File: src/hw/plc_pkg.sv
/*
  Constants for the loop clock control block: bit positions of the loop
  control and bandwidth control words, and reset values.
  Assumes a single 10 MHz system clock.
*/
package plc_pkg;
  // ----------------------------------------------------------------------
  // Loop control word bit positions
  // ----------------------------------------------------------------------
  localparam int LCR_IRQ_EN_BIT = 7;
  localparam int LCR_FLAG_BIT = 6;
  localparam int LCR_PWR_BIT = 5;
  localparam int LCR_BCS_BIT = 4;
  // ----------------------------------------------------------------------
  // Bandwidth control word bit positions
  // ----------------------------------------------------------------------
  localparam int BWC_AUTO_BIT = 7;
  localparam int BWC_LOCK_BIT = 6;
  // ----------------------------------------------------------------------
  // Reset values
  // ----------------------------------------------------------------------
  localparam logic RST_IRQ_EN = 1'b0;
  localparam logic RST_PWR = 1'b1;
  localparam logic RST_BCS = 1'b0;
  localparam logic RST_AUTO = 1'b0;
  localparam logic RST_FLAG = 1'b0;
  localparam logic RST_LOCK = 1'b0;
  // ----------------------------------------------------------------------
  // Power state encoding
  // ----------------------------------------------------------------------
  typedef enum logic [2:0] {
    PLC_RUN = 3'h1,
    PLC_STOP_OFF = 3'h2,
    PLC_STOP_XON = 3'h4
  } plc_pwr_t;
endpackage : plc_pkg

File: src/hw/plc_ctrl.sv
/*
  Loop clock control: lock-change event flag and interrupt, base clock
  select protection, wait/stop handling, break protection of the flag.
  Assumes all inputs synchronous to CLK; register accesses arrive as
  one-cycle strobes from the CPU side; break and stop come from the
  system integration logic.
*/
`timescale 1ns/10ps
// Behaviour
// - In auto bandwidth mode every lock indicator toggle raises a loop event
// - Interrupt enable gates pending loop event onto the interrupt output
// - Event flag sets on lock change regardless of interrupt enable
// - Auto off: no interrupts, event flag reads zero
// - Loop clock selectable while unlocked; software should check lock first
// - Wait mode changes nothing in the clock generator
// - Stop without oscillator run: oscillator, loop and all clock, enable and irq outputs held low
// - Stop entry with loop clock selected clears base clock select
// - After stop, oscillator drives base clock; select stays clear
// - Stop with oscillator run: loop off, oscillator clock keeps running
// - Break clear enable set: flag cleared in break stays cleared
// - Break clear enable clear: control accesses in break leave flag alone
// - Outside protected break, control read or read-modify-write clears flag
// - Lock indicator reads live in auto mode, zero otherwise
// - Power cannot clear while select set; select cannot set while power off
module plc_ctrl (
  input wire logic CLK,
  input wire logic RST_N,
  input wire logic LOCK_IN,
  input wire logic LOOP_CLK_IN,
  input wire logic OSC_CLK_IN,
  input wire logic CTRL_WR,
  input wire logic CTRL_RD,
  input wire logic [7:0] CTRL_WDATA,
  input wire logic BWC_WR,
  input wire logic [7:0] BWC_WDATA,
  input wire logic WAIT_MODE,
  input wire logic STOP_REQ,
  input wire logic STOP_EXIT,
  input wire logic OSC_RUN_IN_STOP,
  input wire logic BREAK_ACTIVE,
  input wire logic BREAK_CLEAR_ENABLE,
  output logic [7:0] CTRL_RDATA,
  output logic [7:0] BWC_RDATA,
  output logic LOOP_POWER_ENABLE,
  output logic BASE_CLOCK_SOURCE_SEL,
  output logic OSC_ENABLE,
  output logic BASE_CLOCK_OUT,
  output logic DIVIDED_LOOP_CLOCK,
  output logic LOOP_OSC_CLOCK,
  output logic OSC_CLOCK,
  output logic CLOCKGEN_IRQ
);
  import plc_pkg::*;

  // ----------------------------------------------------------------------
  // State
  // ----------------------------------------------------------------------
  logic irq_en_reg;
  logic flag_reg;
  logic pwr_reg;
  logic bcs_reg;
  logic auto_reg;
  logic half_reg;
  logic base_clk_reg;
  plc_pwr_t pwr_state_reg;
  plc_pwr_t pwr_state_next;
  logic lock_q;
  logic lock_change;
  logic flag_set;
  logic flag_clr;
  logic access_clears;
  logic in_stop;
  logic loop_live;
  logic pwr_next;
  logic bcs_next;
  logic osc_off;
  logic src_level;

  // ----------------------------------------------------------------------
  // Helpers
  // ----------------------------------------------------------------------
  // Level of the clock that currently feeds the base clock divider
  function automatic logic pick_source(input logic sel, input logic loop_lvl, input logic osc_lvl);
    return sel ? loop_lvl : osc_lvl;
  endfunction : pick_source

  plc_lock_edge u_lock (
    .CLK(CLK),
    .RST_N(RST_N),
    .lock_in(LOCK_IN),
    .lock_q(lock_q),
    .change(lock_change)
  );

  // ----------------------------------------------------------------------
  // Low power state; wait mode is deliberately not an input here
  // ----------------------------------------------------------------------
  always_comb begin
    pwr_state_next = pwr_state_reg;
    unique case (pwr_state_reg)
      PLC_RUN: begin
        if (STOP_REQ) begin
          pwr_state_next = OSC_RUN_IN_STOP ? PLC_STOP_XON : PLC_STOP_OFF;
        end
      end
      PLC_STOP_OFF, PLC_STOP_XON: begin
        if (STOP_EXIT) begin
          pwr_state_next = PLC_RUN;
        end
      end
      default: pwr_state_next = PLC_RUN;
    endcase
  end

  always_ff @(posedge CLK) begin
    if (!RST_N) begin
      pwr_state_reg <= PLC_RUN;
    end else begin
      pwr_state_reg <= pwr_state_next;
    end
  end

  assign in_stop = (pwr_state_reg != PLC_RUN);

  // ----------------------------------------------------------------------
  // Control bits with interlocks
  // ----------------------------------------------------------------------
  always_comb begin
    pwr_next = pwr_reg;
    bcs_next = bcs_reg;
    if (CTRL_WR) begin
      // Lock is not checked here: selecting an unlocked loop is legal
      // Loop is unpowered in stop, so select stays refused there too
      bcs_next = CTRL_WDATA[LCR_BCS_BIT] & pwr_reg & ~in_stop;
      // Power held while select is set or being set, so the pair never splits
      pwr_next = CTRL_WDATA[LCR_PWR_BIT] | bcs_reg | bcs_next;
    end
    if (STOP_REQ && pwr_state_reg == PLC_RUN) begin
      bcs_next = 1'b0;
    end
  end

  always_ff @(posedge CLK) begin
    if (!RST_N) begin
      irq_en_reg <= RST_IRQ_EN;
    end else if (CTRL_WR) begin
      irq_en_reg <= CTRL_WDATA[LCR_IRQ_EN_BIT];
    end
  end

  always_ff @(posedge CLK) begin
    if (!RST_N) begin
      pwr_reg <= RST_PWR;
    end else begin
      pwr_reg <= pwr_next;
    end
  end

  always_ff @(posedge CLK) begin
    if (!RST_N) begin
      bcs_reg <= RST_BCS;
    end else begin
      bcs_reg <= bcs_next;
    end
  end

  always_ff @(posedge CLK) begin
    if (!RST_N) begin
      auto_reg <= RST_AUTO;
    end else if (BWC_WR) begin
      auto_reg <= BWC_WDATA[BWC_AUTO_BIT];
    end
  end

  // ----------------------------------------------------------------------
  // Event flag; a lock change in the clearing cycle wins
  // ----------------------------------------------------------------------
  assign flag_set = auto_reg & lock_change;
  // Break with clear disabled shields the flag from accesses
  assign access_clears = (CTRL_RD | CTRL_WR) & (~BREAK_ACTIVE | BREAK_CLEAR_ENABLE);
  assign flag_clr = access_clears | ~auto_reg;

  always_ff @(posedge CLK) begin
    if (!RST_N) begin
      flag_reg <= RST_FLAG;
    end else if (flag_set) begin
      flag_reg <= 1'b1;
    end else if (flag_clr) begin
      flag_reg <= 1'b0;
    end
  end

  // ----------------------------------------------------------------------
  // Read data
  // ----------------------------------------------------------------------
  always_ff @(posedge CLK) begin
    if (!RST_N) begin
      CTRL_RDATA <= 8'h00;
    end else begin
      CTRL_RDATA <= 8'h00;
      CTRL_RDATA[LCR_IRQ_EN_BIT] <= irq_en_reg;
      CTRL_RDATA[LCR_FLAG_BIT] <= flag_reg & auto_reg;
      CTRL_RDATA[LCR_PWR_BIT] <= pwr_reg;
      CTRL_RDATA[LCR_BCS_BIT] <= bcs_reg;
    end
  end

  always_ff @(posedge CLK) begin
    if (!RST_N) begin
      BWC_RDATA <= 8'h00;
    end else begin
      BWC_RDATA <= 8'h00;
      BWC_RDATA[BWC_AUTO_BIT] <= auto_reg;
      BWC_RDATA[BWC_LOCK_BIT] <= lock_q & auto_reg;
    end
  end

  // ----------------------------------------------------------------------
  // Clock gating and outputs
  // ----------------------------------------------------------------------
  assign loop_live = pwr_reg & ~in_stop;
  assign osc_off = (pwr_state_reg == PLC_STOP_OFF);
  assign OSC_ENABLE = ~osc_off;

  // Base clock is half the selected source, toggled on its rising edges
  assign src_level = pick_source(bcs_reg, LOOP_CLK_IN, OSC_CLK_IN);

  always_ff @(posedge CLK) begin
    if (!RST_N) begin
      half_reg <= 1'b0;
      base_clk_reg <= 1'b0;
    end else begin
      half_reg <= src_level;
      if (osc_off) begin
        base_clk_reg <= 1'b0;
      end else if (src_level & ~half_reg) begin
        base_clk_reg <= ~base_clk_reg;
      end
    end
  end

  assign BASE_CLOCK_OUT = base_clk_reg;
  assign LOOP_OSC_CLOCK = LOOP_CLK_IN & loop_live;
  assign DIVIDED_LOOP_CLOCK = LOOP_CLK_IN & loop_live;
  assign OSC_CLOCK = OSC_CLK_IN & OSC_ENABLE;
  assign LOOP_POWER_ENABLE = loop_live;
  assign BASE_CLOCK_SOURCE_SEL = bcs_reg;
  assign CLOCKGEN_IRQ = flag_reg & irq_en_reg & auto_reg & ~osc_off;
endmodule : plc_ctrl

File: src/hw/plc_lock_edge.sv
/*
  Lock indicator change detector.
  Assumes lock input is synchronous to CLK.
*/
`timescale 1ns/10ps
module plc_lock_edge (
  input wire logic CLK,
  input wire logic RST_N,
  input wire logic lock_in,
  output logic lock_q,
  output logic change
);
  import plc_pkg::*;
  always_ff @(posedge CLK) begin
    if (!RST_N) begin
      lock_q <= RST_LOCK;
    end else begin
      lock_q <= lock_in;
    end
  end
  assign change = lock_q ^ lock_in;
endmodule : plc_lock_edge

File: config.mk
export PLATFORM = sky130hd
export DESIGN_NAME = plc_ctrl
export DESIGN_NICKNAME = d
export VERILOG_FILES = /design/src/hw/plc_pkg.sv /design/src/hw/plc_ctrl.sv /design/src/hw/plc_lock_edge.sv
export SDC_FILE = /design/constraint.sdc
export NUM_CORES = 1
export LEC_CHECK = 0
export ABC_CLOCK_PERIOD_IN_PS = 2450
export BUFFER_PORTS_ARGS = -buffer_cell sky130_fd_sc_hd__buf_2
export CAP_MARGIN = 10
export CELL_PAD_IN_SITES_DETAIL_PLACEMENT = 0
export CELL_PAD_IN_SITES_GLOBAL_PLACEMENT = 1
export CORE_MARGIN = 1
export CORE_UTILIZATION = 29
export CTS_BUF_LIST = sky130_fd_sc_hd__clkbuf_16
export DETAILED_ROUTE_END_ITERATION = 16
export GPL_TIMING_DRIVEN = 0
export HOLD_SLACK_MARGIN = 0.12
export PLACE_DENSITY_LB_ADDON = 0.1
export SYNTH_ARGS = -nofsm -noshare
export SYNTH_HDL_FRONTEND = slang
export SYNTH_SLANG_ARGS = --single-unit
File: constraint.sdc
create_clock -name CLK -period 2.45 [get_ports CLK]
set_clock_uncertainty 0.1 [all_clocks]
set_input_delay 0.3675 -clock CLK [delete_from_list [all_inputs] [get_ports CLK]]
set_output_delay 0.3675 -clock CLK [all_outputs]
set_load 0.02 [all_outputs]
======== Word level (Yosys, flattened, before mapping) ========
Cells that the tools add are included.
word-level totals
  bits in registers ....................... 27
cells by class
  eq/ne operators ......................... 6
  muxes and demuxes ....................... 7
  bitwise operators ....................... 26
  reductions and logical operators ........ 6
operator list
  kind                count
  $and 1x1->1         13
  $mux 3              3
  $not 1->1           7
  $pmux 3 s2          1
  $reduce_or 2->1     3
  $or 1x1->1          5
  $ne 2x2->1 const B  2
  $eq 3x1->1 const B  1
  $eq 3x2->1 const B  1
  $eq 3x3->1 const B  1
  $mux 1              3
  $ne 3x1->1 const B  1
  $reduce_and 2->1    1
  $reduce_bool 2->1   1
  $logic_and 1x1->1   1
  $xor 1x1->1         1

======== Longest topological paths before layout ========
  word-level depth ........................ 6
  mapped depth ............................ 3

======== Hierarchy ========
A second synthesis with hierarchy kept.
unflattened totals
  cell total of the unflattened synthesis .. 75
  area total of the unflattened synthesis .. 744.5 µm²
by module, submodules not included
  module         instances  cells an instance  area each (µm²)  seq. area each (µm²)
  plc_ctrl       1          72                 708.2            320.3
  plc_lock_edge  1          3                  36.3             20.0

======== Worst setup path before layout ========
No wires, ideal clock.
  path type ............................... reg2out
  from .................................... register pwr_state_reg[1]
  to ...................................... output LOOP_OSC_CLOCK
  data arrival time ....................... 1.233 ns
  required time ........................... 1.982 ns
  slack ................................... 0.749 ns
  stages on the path, launching flop included .. 4
  path through ............................ dfxtp_1 and4bb_1 and2_1 buf_4
between the ends
  word-level cells in the longest chain between the ends .. 4
RTL lines
  what                         line             text
  from (decl)                  plc_ctrl.sv:65   plc_pwr_t pwr_state_reg;
  from (signal assigned)       plc_ctrl.sv:119  pwr_state_reg <= pwr_state_next;
  $ne 3x1->1                   plc_ctrl.sv:123  assign in_stop = (pwr_state_reg != PLC_RUN);
  $not 1->1                    plc_ctrl.sv:221  assign loop_live = pwr_reg & ~in_stop;
  $and 1x1->1                  plc_ctrl.sv:221
  named net LOOP_POWER_ENABLE  plc_ctrl.sv:44   output logic LOOP_POWER_ENABLE,
  $and 1x1->1                  n/a
  to (decl)                    plc_ctrl.sv:49   output logic LOOP_OSC_CLOCK,
The timed path passes the listed nets, and every way through them passes these cells.

======== Final worst setup path ========
  from .................................... register pwr_state_reg[1]
  to ...................................... output CLOCKGEN_IRQ
between the ends
  word-level cells in the longest chain between the ends .. 3
RTL lines
  what         line             text
  $eq 3x2->1   plc_ctrl.sv:222  assign osc_off = (pwr_state_reg == PLC_STOP_OFF);
  $not 1->1    plc_ctrl.sv:248  assign CLOCKGEN_IRQ = flag_reg & irq_en_reg & auto_reg & ~osc_off;
  $and 1x1->1  plc_ctrl.sv:248
  to (decl)    plc_ctrl.sv:51   output logic CLOCKGEN_IRQ
No other way between the ends.

==> run_results.csv <==
group,metric,value,unit
clocking,cts_buffers,3,
worst_setup_path,critical_path.max_fanout,6,
status,outcome,"finished clean",
floorplanning,die_x,52.5,um
synth,synth_simple_gate_area_share,28.7,%
clocking,h-tree-depth,1,
routing,wl_per_cell,10.4,um
placement,placed_area,960,sq um
synth,yosysTopAreaCell,"dfxtp_1",
routing,detail-route-antenna-nets,0,
worst_setup_path,path_class,"reg -> out",
placement,dp_slack,768,ps
synth,synth_top_family_by_area,"simple AND/OR/NAND/NOR gates",
final_layout,nFillCells,225,
sta,whs,256,ps
sta,slew_viol_final,0,
sta,fmax,0.516,GHz
routing,via_per_inst,4.32,
worst_setup_path,cp-end-kind,"output port",
sta,rsz0062_at_grt,"no",
clocking,cts_resized,0,
final_layout,post-route-util,44.8,%
worst_setup_path,critPathLaunchType,"flop",
routing,wirelength,1520,um
clocking,root_buffer,"clkbuf_16",
worst_setup_path,worstPathRequired,1980,ps
final_layout,largest_register_ffs,4,
floorplanning,ios,54,
synth,synth_area,741,sq um
clocking,clock_sinks,17,
synth,ys_ff_latch,17,
routing,vias,631,
synth,ys_types,28,
synth,yosysWarningCount,0,
worst_hold_path,worstHoldEndpoint,"u_lock.lock_q$_SDFF_PN0_",
synth,synth_xor_area_share,1.18,%
sta,hold_violations,0,
final_layout,syn_to_final_growth,40.2,%
worst_setup_path,rr_worst_depth,3,
final_layout,nets,149,
global_routing,antenna_found_initial,0,
routing,drcViolationCount,0,
worst_setup_path,timing.rr.end,"pwr_state_reg[0]$_SDFFE_PN1P_",
sta,finalCriticalPeriod,1940,ps
worst_setup_path,slowest_stage,"or3b_4",
clocking,cts_tree,"built",
clocking,post-cts-setup-buffers,0,
final_layout,fin_cells,146,
synth,synth-edff-count,0,
power,swShare,23.5,%
floorplanning,core_area,0.00232,sq mm
placement,gp_congestion,0.683,
power,ir_drop,0.439,mV
global_routing,grt_pass1_wl,2390,um
worst_hold_path,hold_path_depth,2,
worst_hold_path,min_from,"LOCK_IN",
routing,dr.pass1.iters,4,
synth,synth-adder-area-share,0,%
synth,synth.most_common_cell,"dfxtp_1",
worst_setup_path,cp.arrival,1470,ps
final_layout,drive_gt1_share,39.0,%
global_routing,grt_max_degree,11,
clocking,clock_latency,240,ps
power,power_switching,171,uW
power,power.leakage,0.517,nW
placement,io_buffers,30,
sta,setup_violations,0,
final_layout,final_area,0.00104,sq mm
floorplanning,start_util,31.9,%
clocking,ctsHoldBuffers,0,
synth,async_reset_ff_share,0,%
synth,yosysTopAreaCellShare,45.9,%
worst_hold_path,min_path_type,"in -> reg",
power,power.share.sequential,41.3,%
global_routing,gr-total-overflow,0,
synth,synth-seq-area-share,45.9,%
synth,syn_inst,75,
synth,synth_compound_area_share,7.94,%
clocking,cts.path.max_buffers,2,
worst_setup_path,r2r_start,"pwr_state_reg[1]$_SDFFE_PN0P_",
floorplanning,dieArea,0.00276,sq mm
global_routing,grt.total_usage,12.6,%
clocking,clkTransAtPathRegs,50,ps
placement,dp.cells,142,
sta,min_period_over_period,79.1,%
power,p_comb_share,15.2,%
global_routing,grt_pass1_vias,541,
synth,synth.area.top_cells,"dfxtp_1 (46%), buf_4 (11%), and2_1 (5.9%), nor2b_1 (4.2%), mux2i_1 (4.1%)",
worst_setup_path,path_cells,"or3b_4 > and4_1 > buf_2",
worst_setup_path,r2r_slack,1170,ps
synth,synthMuxAreaShare,4.05,%
synth,syn_avg_cell_area,9.88,sq um
power,power.total,728,uW
final_layout,diodes,0,
power,internal-power,557,uW
run,drv_cap,0,
sta,fin_ws,512,ps
power,clockPowerShare,43.5,%
routing,drtIter0Drc,18,
synth,synth-main-ff-cell,"dfxtp_1",
power,power_density,701,mW/mm^2
floorplanning,rows,17,
sta,fin_tns_setup,0,ps
synth,synthTopCellsByCount,"dfxtp_1 (17), buf_4 (11), and2_1 (7), nor2b_1 (5), a21oi_1 (4)",
floorplanning,dieHeight,52.5,um
worst_setup_path,cp_slowest_stage_delay,450,ps
## power by group through the flow
stage	clock (mW)	sequential (mW)	combinational [mW]
finish	0.317	0.300	0.111
global route	0.340	0.302	0.122
CTS	0.329	0.300	0.112
detailed placement	0	0.306	0.111
global placement	0	0.306	0.110
floorplan	0	0.311	0.0691
## worst max-delay path by stage
stage	start	end	cells past startpoint
5_1_grt	pwr_state_reg[1]$_SDFFE_PN0P_	CLOCKGEN_IRQ	3
4_1_cts	pwr_state_reg[1]$_SDFFE_PN0P_	CLOCKGEN_IRQ	3
2_1_floorplan	pwr_state_reg[1]$_SDFFE_PN0P_	LOOP_OSC_CLOCK	3
3_5_place_dp	pwr_state_reg[1]$_SDFFE_PN0P_	CLOCKGEN_IRQ	3
6_report	pwr_state_reg[1]$_SDFFE_PN0P_	CLOCKGEN_IRQ	3
3_3_place_gp	pwr_state_reg[1]$_SDFFE_PN0P_	CLOCKGEN_IRQ	3
## cell families (layout without fill, tap and decap cells)
| group | after synthesis | in the layout |
|---|---|---|
| compound gates | 10 | 10 |
| simple gates | 31 | 31 |
| flops | 17 | 17 |
| other cells | 1 | 10 |
| mux | 3 | 3 |
| buf+inv | 12 | 46 |
| xor+xnor | 1 | 1 |
## critical path: cells and delay by family (launching register included)
kind          cells  cell delay [ps]
simple gates      2              670
flops             1              400
buf+inv           1              150
## cell usage in the layout (no fill, tap or decap)
cell / count
and2_1: 7
clkbuf_16: 3
xnor2_1: 1
nand4bb_1: 1
conb_1: 10
nor3_1: 1
and4bb_1: 1
nand2_1: 2
nor2b_1: 5
inv_1: 1
and4b_1: 1
a21boi_1: 1
a31oi_1: 1
and4_1: 1
nor2_1: 3
nor3b_1: 2
mux2i_1: 3
buf_4: 11
nor4b_1: 1
or3b_4: 1
and3_1: 2
o21ai_0: 2
a21oi_1: 4
o31ai_1: 1
nor4_1: 1
or3_1: 1
nor2_4: 1
buf_2: 30
clkbuf_1: 1
dfxtp_1: 17
o21a_1: 1
## final cells by class
class | instances | area (sq um) | area share, %
flip-flops and latches | 17 | 340 | 32.8
multi-input cells | 55 | 348 | 33.5
plain buffers | 12 | 86.3 | 8.31
clock buffers | 3 | 75.1 | 7.23
repair buffers | 30 | 150 | 14.5
well taps | 28 | 35.0 | 3.37
clock inverters | 1 | 3.75 | 0.361
## metal layers
layer  vias to the layer above  GRT usage (%)  routed length [um]
li1                        324              -                   -
met1                       282           14.1                 682
met2                        23           19.8                 701
met3                         2           4.93                 113
met4                         0           7.89                  26
met5                         -              0                   0
Power figures use the tool's default switching activity.
